$ cat config.mk
export PLATFORM = sky130hd
export DESIGN_NAME = pcsc_status_control
export DESIGN_NICKNAME = d
export VERILOG_FILES = /design/src/core/pcsc_pkg.sv /design/src/core/pcsc_status_control.sv
export VERILOG_INCLUDE_DIRS = /design/src /design/src/core
export SDC_FILE = /design/constraint.sdc
export NUM_CORES = 1
export LEC_CHECK = 0
export ABC_AREA = 1
export BUFFER_PORTS_ARGS = -buffer_cell sky130_fd_sc_hd__buf_4
export CELL_PAD_IN_SITES_DETAIL_PLACEMENT = 1
export CELL_PAD_IN_SITES_GLOBAL_PLACEMENT = 1
export CORE_MARGIN = 2
export CORE_UTILIZATION = 29
export CTS_CLUSTER_DIAMETER = 40
export DETAILED_ROUTE_END_ITERATION = 10
export PLACE_DENSITY_LB_ADDON = 0.1
export SYNTH_ARGS = -nofsm -noshare
export SYNTH_HDL_FRONTEND = slang
export SYNTH_SLANG_ARGS = --single-unit
$ cat constraint.sdc
create_clock -name sys_clk -period 1.44 [get_ports sys_clk]
set_clock_uncertainty 0.05 [all_clocks]
set_input_delay 0.216 -clock sys_clk [delete_from_list [all_inputs] [get_ports sys_clk]]
set_output_delay 0.216 -clock sys_clk [all_outputs]
set_load 0.1 [all_outputs]
$ cat src/core/pcsc_consts.svh
`ifndef PCSC_CONSTS_SVH
`define PCSC_CONSTS_SVH
`define PCSC_REG_INDEX 7'h7F
`define PCSC_BIT_TYPE_HI 12
`define PCSC_BIT_TYPE_LO 8
`define PCSC_BIT_LOCK 7
`define PCSC_BIT_NEST 6
`define PCSC_BIT_INTR 5
`define PCSC_BIT_HIT 4
`define PCSC_BIT_REFRESH 3
`define PCSC_BIT_FLUSH 2
`define PCSC_BIT_ENABLE 1
`define PCSC_BIT_FORCE 0
`define PCSC_RESET_VALUE 32'h0000_0000
`endif

$ cat src/core/pcsc_pkg.sv
package pcsc_pkg;
  typedef struct packed {
    logic valid;
    logic dStream;
    logic iStream;
    logic ioSpace;
    logic isWrite;
    logic isInval;
    logic isNop;
  } pcsc_ref_t;
  typedef struct packed {
    logic valid;
    logic machineCheck;
    logic interrupt;
    logic [4:0] errType;
    logic tagParity;
    logic dataParity;
  } pcsc_err_t;
endpackage

$ cat src/core/pcsc_status_control.sv
// Operation
// - Machine-check error sets first_error_lock and freezes error type and address.
// - Machine check while locked sets nested_error_flag; first error info kept.
// - Interrupt-reported error sets the interrupt flag at priority level 1A.
// - Interrupt error latches type only if interrupt and lock both clear.
// - Any error flag disables the cache without flush or enable change.
// - Error flags clear on reset and on write of one.
// - Hit bit captures comparator on data-stream read, write, invalidate; reset clears.
// - Refresh enable runs refresh, counter and timer; clear stops all.
// - Flush bit clears all valid bits, self-clears next cycle, reads zero.
// - Flush and enable in one write are both accepted.
// - Enabled cache caches both streams, reports parity; never caches I/O.
// - Disabled cache turns every reference into a miss; reset clears enable.
// - Force-hit forces hits, writes still go out, I/O unaffected.
// - Force-hit suppresses tag parity on data-stream cycles and data parity on data-stream reads only.
// - Error type bits update only while register not locked.
`timescale 1ns/1ps
`include "pcsc_consts.svh"
module pcsc_status_control #(
  parameter int REG_INDEX_W = 7,
  parameter int ADDR_W = 32
) (
  input wire logic sys_clk,
  input wire logic reset,
  // Privileged register port
  input wire logic regWrite,
  input wire logic regRead,
  input wire logic [REG_INDEX_W-1:0] regIndex,
  input wire logic [31:0] regWdata,
  output logic [31:0] regRdata,
  output logic regRvalid,
  // Reference and error reports from the core
  input wire pcsc_pkg::pcsc_ref_t refIn,
  input wire logic [ADDR_W-1:0] refAddr,
  input wire logic tagCompare,
  input wire pcsc_pkg::pcsc_err_t errIn,
  // Toward arrays, refresh logic and the core
  output logic cacheHit,
  output logic cacheLookup,
  output logic writeThrough,
  output logic flushValid,
  output logic refreshStep,
  output logic refreshCountEn,
  output logic refreshTimerEn,
  output logic parityReportEn,
  output logic intRequest,
  output logic machineCheck,
  output logic [ADDR_W-1:0] errorAddress
);

  // Refuse an index too narrow for the register number
  if (REG_INDEX_W < 7 || ADDR_W < 1) begin : g_bad_params
    $error("pcsc_status_control: unsupported parameter values");
  end

  localparam logic [REG_INDEX_W-1:0] REG_INDEX = REG_INDEX_W'(`PCSC_REG_INDEX);

  logic firstErrorLock;
  logic nestedErrorFlag;
  logic intrFlag;
  logic hitLatch;
  logic refreshOn;
  logic primaryStoreOn;
  logic forceHit;
  logic flushPulse;
  logic [4:0] errType;
  logic [ADDR_W-1:0] errAddr;

  logic regSel;
  logic wrSel;
  logic anyFlag;
  logic cacheActive;
  logic errAccepted;
  logic mcErr;
  logic intErr;
  logic dAnyCycle;
  logic dRead;
  logic tagParityErr;
  logic dataParityErr;
  logic parityErr;
  logic busErr;

  // --------------------------------------------------------------
  // Decode and error qualification
  // --------------------------------------------------------------
  assign regSel = regIndex == REG_INDEX;
  assign wrSel = regWrite && regSel;
  assign anyFlag = firstErrorLock || nestedErrorFlag || intrFlag;
  assign cacheActive = primaryStoreOn && !anyFlag;
  // Reference kinds that the parity masking singles out
  assign dAnyCycle = refIn.valid && refIn.dStream;
  assign dRead = dAnyCycle && !refIn.isWrite && !refIn.isInval;
  // Force-hit hides tag parity on data cycles, data parity on data reads
  assign tagParityErr = errIn.tagParity && !(forceHit && dAnyCycle);
  assign dataParityErr = errIn.dataParity && !(forceHit && dRead);
  // Array parity is only reported while the cache runs
  assign parityErr = (tagParityErr || dataParityErr) && cacheActive;
  // Local-bus errors carry no parity flag and always pass
  assign busErr = !errIn.tagParity && !errIn.dataParity;
  assign errAccepted = errIn.valid && (busErr || parityErr);
  assign mcErr = errAccepted && errIn.machineCheck;
  assign intErr = errAccepted && errIn.interrupt;

  // --------------------------------------------------------------
  // Error flags
  // --------------------------------------------------------------
  always_ff @(posedge sys_clk) begin
    if (reset) begin
      firstErrorLock <= 1'b0;
    end else if (mcErr) begin
      firstErrorLock <= 1'b1;
    end else if (wrSel && regWdata[`PCSC_BIT_LOCK]) begin
      firstErrorLock <= 1'b0;
    end
  end

  always_ff @(posedge sys_clk) begin
    if (reset) begin
      nestedErrorFlag <= 1'b0;
    end else if (mcErr && firstErrorLock) begin
      nestedErrorFlag <= 1'b1;
    end else if (wrSel && regWdata[`PCSC_BIT_NEST]) begin
      nestedErrorFlag <= 1'b0;
    end
  end

  always_ff @(posedge sys_clk) begin
    if (reset) begin
      intrFlag <= 1'b0;
    end else if (intErr) begin
      intrFlag <= 1'b1;
    end else if (wrSel && regWdata[`PCSC_BIT_INTR]) begin
      intrFlag <= 1'b0;
    end
  end

  // --------------------------------------------------------------
  // Error type and address latch
  // --------------------------------------------------------------
  always_ff @(posedge sys_clk) begin
    if (reset) begin
      errType <= 5'h0_0;
    end else if (mcErr && !firstErrorLock) begin
      errType <= errIn.errType;
    end else if (intErr && !intrFlag && !firstErrorLock) begin
      errType <= errIn.errType;
    end
  end

  always_ff @(posedge sys_clk) begin
    if (reset) begin
      errAddr <= '0;
    end else if (mcErr && !firstErrorLock && !refIn.isWrite) begin
      errAddr <= refAddr;
    end
  end

  // --------------------------------------------------------------
  // Control bits
  // --------------------------------------------------------------
  always_ff @(posedge sys_clk) begin
    if (reset) begin
      refreshOn <= 1'b0;
      primaryStoreOn <= 1'b0;
      forceHit <= 1'b0;
    end else if (wrSel) begin
      refreshOn <= regWdata[`PCSC_BIT_REFRESH];
      primaryStoreOn <= regWdata[`PCSC_BIT_ENABLE];
      forceHit <= regWdata[`PCSC_BIT_FORCE];
    end
  end

  always_ff @(posedge sys_clk) begin
    if (reset) begin
      flushPulse <= 1'b0;
    end else begin
      flushPulse <= wrSel && regWdata[`PCSC_BIT_FLUSH];
    end
  end

  // --------------------------------------------------------------
  // Hit capture
  // --------------------------------------------------------------
  always_ff @(posedge sys_clk) begin
    if (reset) begin
      hitLatch <= 1'b0;
    end else if (refIn.valid && refIn.dStream) begin
      hitLatch <= tagCompare;
    end
  end

  // --------------------------------------------------------------
  // Cache array controls
  // --------------------------------------------------------------
  always_ff @(posedge sys_clk) begin
    if (reset) begin
      cacheLookup <= 1'b0;
    end else begin
      cacheLookup <= refIn.valid && !refIn.ioSpace && cacheActive;
    end
  end

  // --------------------------------------------------------------
  // Hit result toward the arrays
  // --------------------------------------------------------------
  always_ff @(posedge sys_clk) begin
    if (reset) begin
      cacheHit <= 1'b0;
    end else if (!refIn.valid || refIn.ioSpace || !cacheActive) begin
      cacheHit <= 1'b0;
    end else if (forceHit) begin
      cacheHit <= 1'b1;
    end else begin
      cacheHit <= tagCompare;
    end
  end

  // --------------------------------------------------------------
  // Write path
  // --------------------------------------------------------------
  // Writes always reach memory, forced hit or not
  always_ff @(posedge sys_clk) begin
    if (reset) begin
      writeThrough <= 1'b0;
    end else begin
      writeThrough <= refIn.valid && refIn.isWrite;
    end
  end

  // --------------------------------------------------------------
  // Flush strobe
  // --------------------------------------------------------------
  always_ff @(posedge sys_clk) begin
    if (reset) begin
      flushValid <= 1'b0;
    end else begin
      flushValid <= flushPulse;
    end
  end

  // --------------------------------------------------------------
  // Refresh controls
  // --------------------------------------------------------------
  // All three stand still while refresh is off
  always_ff @(posedge sys_clk) begin
    if (reset) begin
      refreshStep <= 1'b0;
      refreshCountEn <= 1'b0;
      refreshTimerEn <= 1'b0;
    end else begin
      refreshStep <= refreshOn && refIn.isNop;
      refreshCountEn <= refreshOn && refIn.isNop;
      refreshTimerEn <= refreshOn && !refIn.isNop && !wrSel;
    end
  end

  // --------------------------------------------------------------
  // Parity reporting
  // --------------------------------------------------------------
  always_ff @(posedge sys_clk) begin
    if (reset) begin
      parityReportEn <= 1'b0;
    end else begin
      parityReportEn <= cacheActive;
    end
  end

  // --------------------------------------------------------------
  // Error reporting to the core
  // --------------------------------------------------------------
  always_ff @(posedge sys_clk) begin
    if (reset) begin
      intRequest <= 1'b0;
      machineCheck <= 1'b0;
    end else begin
      intRequest <= intrFlag;
      machineCheck <= mcErr;
    end
  end

  always_ff @(posedge sys_clk) begin
    if (reset) begin
      errorAddress <= '0;
    end else begin
      errorAddress <= errAddr;
    end
  end

  // --------------------------------------------------------------
  // Register read
  // --------------------------------------------------------------
  always_ff @(posedge sys_clk) begin
    if (reset) begin
      regRdata <= `PCSC_RESET_VALUE;
      regRvalid <= 1'b0;
    end else begin
      regRvalid <= regRead;
      if (regRead && regSel) begin
        regRdata <= {19'h0_0000, errType, firstErrorLock, nestedErrorFlag, intrFlag,
                     hitLatch, refreshOn, 1'b0, primaryStoreOn, forceHit};
      end else begin
        regRdata <= 32'h0000_0000;
      end
    end
  end

endmodule

==> impl_results.md <==
- Status: finished with violations
- Failing checks: setup timing
- N_diodes: 0
- Number of clock sinks: 99
- Most common cell after layout, fill and taps aside: buf_4
- Antenna violations before repair: 0
- Num CTS Buffers: 9
- Hold-critical path depth: 3
- Area grow syn2layout: 43.1%
- Hold violation count in the final report: 0
- Fin worst setup slack: -32.2 ps
- Die Area: about 14,000 um^2
- Synthesized instance count: roughly 470
- Routed Antenna Nets: 0
- Routed WL per cell: 12.0 um
- Delay-heaviest family, CP: simple AND/OR/NAND/NOR gates
- Slew Limit Fails: 0
- Fmax: 679 MHz
- Via count: 3,200
- Total GRT Usage: 14.0%
- CTS tree: built
- Final worst path period share: 102%
- Clock Latency Late Sink: 340 ps
- Avg Cell Area, Syn: 7.78 um^2
- Worst hold slack: 37.5 ps
- Crit path cell chain: nand2_4 > nor2_4 > nand2_2 > nand2_4 > nand3_2 > nor2_4 > buf_12 > nand3_1 > nand2_1 > nor2_1
- RSZ-0062 raised after global routing: true
- Count of cell types in the netlist: 28
- Max-cap violations: 0
- Initial Util: between 20 and 30%
- Crit-path max FO: 32
- Power per cell area: 1170 nW/um^2
- DRT iter0 DRCs: 104
- Pin count of the biggest net entering global routing: 34
- P_leak: about 2.5 nW
- Share of post-route cells with drive strength above 1: 30.7%
- Worst EP required: 1630 ps
- R2R cell count: 10
- Placed standard-cell area: 4770 um^2
- Fill count: roughly 1,500
- Crit end category: register
- Clock root cell: clkbuf_16
- Final setup viols: 32
- Synth warn: 0
- First-pass GRT wire length: 14,600 um
- R2R setup slack: -30 ps
- Instance count on the critical path: 10
- Post-route minimum period: 1470 ps
- #FFs+latches synth: 99
- Crit path buffers/inverters: 1
- IO buf count: 121
- Chip Height: 116 um
- Vias in the first global route: 3,161
- Seq/Total Area, Yosys: 54.1%
- CP Launch Type: register
- Final #Nets: 700
- Syn Std Cell Area: 3670 um^2
- H-tree depth: 3
- Critical Path Max Stage Delay: 370 ps
- DR pass1 iterations: 4
- Routability congestion estimate: 0.721
- Arrival time worst endpoint: 1660 ps
- Clock-pin slew on the worst setup and hold paths: 60 ps
- Routed WL: 9400 um
- Dpl hpwl: approximately 6700 um
- Total grt overflow: 0
- VDD IR-drop max: 432 uV
- CP max-delay cell: dfxtp_1
- Core Rows: 41
- DR vias/cell: a little over 4
- Post-route cell area: 5250 um^2
- Core ar.: 12,500 um^2
- Max Buffers Root-to-Sink: 2
- Drt drc: 0
- Most frequent cells in the layout: buf_4 (138), nor2_1 (122), dfxtp_1 (96)
- Die width: about 120 um
- Total power: slightly above 6 mW
- Kind of critical path: register to register
- # IOs: ~170
- Hold WC Path Type: input port to register
==> metal layers <==
metal	vias up	part of all wire, %	track usage [%]	wire length, um
li1	1624	-	-	-
met4	0	1.8	5.79	168
met3	10	6.8	4.36	641
met2	89	48	24.5	4530
met1	1477	43	15.9	4050
met5	-	0	0	0
==> where the power goes <==
part           total, mW  internal (mW)  switching (mW)
Clock               2.52           1.54           0.985
Sequential          2.81           2.79          0.0184
Combinational      0.807          0.244           0.563
Total               6.14           4.57            1.57
==> synth_stat cells <==
library cell	number	share of area (%)
dfxtp_1	99	54
nand2_4	1	0.31
clkinv_1	1	0.10
and3_1	1	0.17
nand4_1	2	0.34
nor2_1	122	12
nand3_2	1	0.27
nor2_4	3	0.92
or2_2	1	0.17
inv_1	85	8.7
buf_4	21	4.3
inv_2	2	0.20
a211oi_1	1	0.20
buf_2	2	0.27
nand3_1	40	5.5
clkbuf_1	10	1.0
nor3_1	2	0.27
o21a_1	1	0.20
nand4_2	1	0.34
a21oi_1	8	1.1
nand4_4	1	0.58
conb_1	1	0.10
nand2_1	44	4.5
nand2_2	2	0.34
buf_6	6	1.8
o21ai_0	9	1.2
o22ai_1	1	0.17
buf_1	3	0.31
==> area by class of cell <==
cell class                 count  area, um^2  area share [%]
tap                          172         215            4.10
multi-input combinational    262        1230            23.4
timing repair buffer         147        1180            22.5
clock buffer                  10         239            4.56
sequential                    99        1990            37.9
inverter                      88         330            6.30
clock inverter                 3        65.1            1.24
==> worst paths after layout <==
| path | startpoint | to |
|---|---|---|
| hold / removal | errIn[5] | errType[3]$_SDFFE_PP0P_ |
| hold reg to reg | errAddr[25]$_SDFFE_PP0P_ | errorAddress[25]$_SDFF_PP0_ |
| setup reg to reg | primaryStoreOn$_SDFFE_PP0P_ | errAddr[5]$_SDFFE_PP0P_ |
| setup / recovery | primaryStoreOn$_SDFFE_PP0P_ | errAddr[5]$_SDFFE_PP0P_ |
==> through the flow <==
stage | setup WS [ps] | util, % | TNS [ps] | instances
final | -32.2 | 42.1 | -670 | 781
after detailed placement | -95.0 | 38.3 | -2490 | 762
after CTS | -47.3 | 41.1 | -939 | 777
after global routing | -184 | 42.1 | -5100 | 781
after floorplan | 17.0 | - | 0 | 490
after global placement | -74.1 | 38.3 | -2160 | 762
==> worst reg2reg max path, delay by kind of cell, from the launching register on <==
family	cells	cell delay [ps]
buffers and inverters	1	200
and+or+nand+nor	9	750
DFF	1	370
==> registers in the layout, indices dropped and copies added (netlist names) <==
register and count:
intrFlag 1, firstErrorLock 1, refreshCountEn 1, machineCheck 1, errAddr 32, primaryStoreOn 1
flushPulse 1, forceHit 1, errorAddress 32, nestedErrorFlag 1, writeThrough 1, parityReportEn 1
intRequest 1, hitLatch 1, flushValid 1, refreshOn 1, errType 5, regRdata 12
regRvalid 1, refreshTimerEn 1, cacheLookup 1, cacheHit 1
==> logic make-up (layout without fill, tap and decap cells) <==
logic type             count (synthesis)  in the layout  synth area share [%]
AO/OA/AOI/OAI                         20             20                  2.90
buffers and inverters                130            248                  16.8
other                                  1             20                 0.102
AND/OR/NAND/NOR                      221            222                  26.2
flip-flops                            99             99                  54.1
==> timing repair <==
item / CTS / global route
gates cloned: 0 / 2
hold buffers: 1 / 0
setup buffers: 1 / 2
hold endpoints to repair: 1 / 0
pin swaps: 0 / 8
endpoints found under the setup margin: 37 / 39
resized for setup: 8 / 16
(Power assumes the default switching activity.)
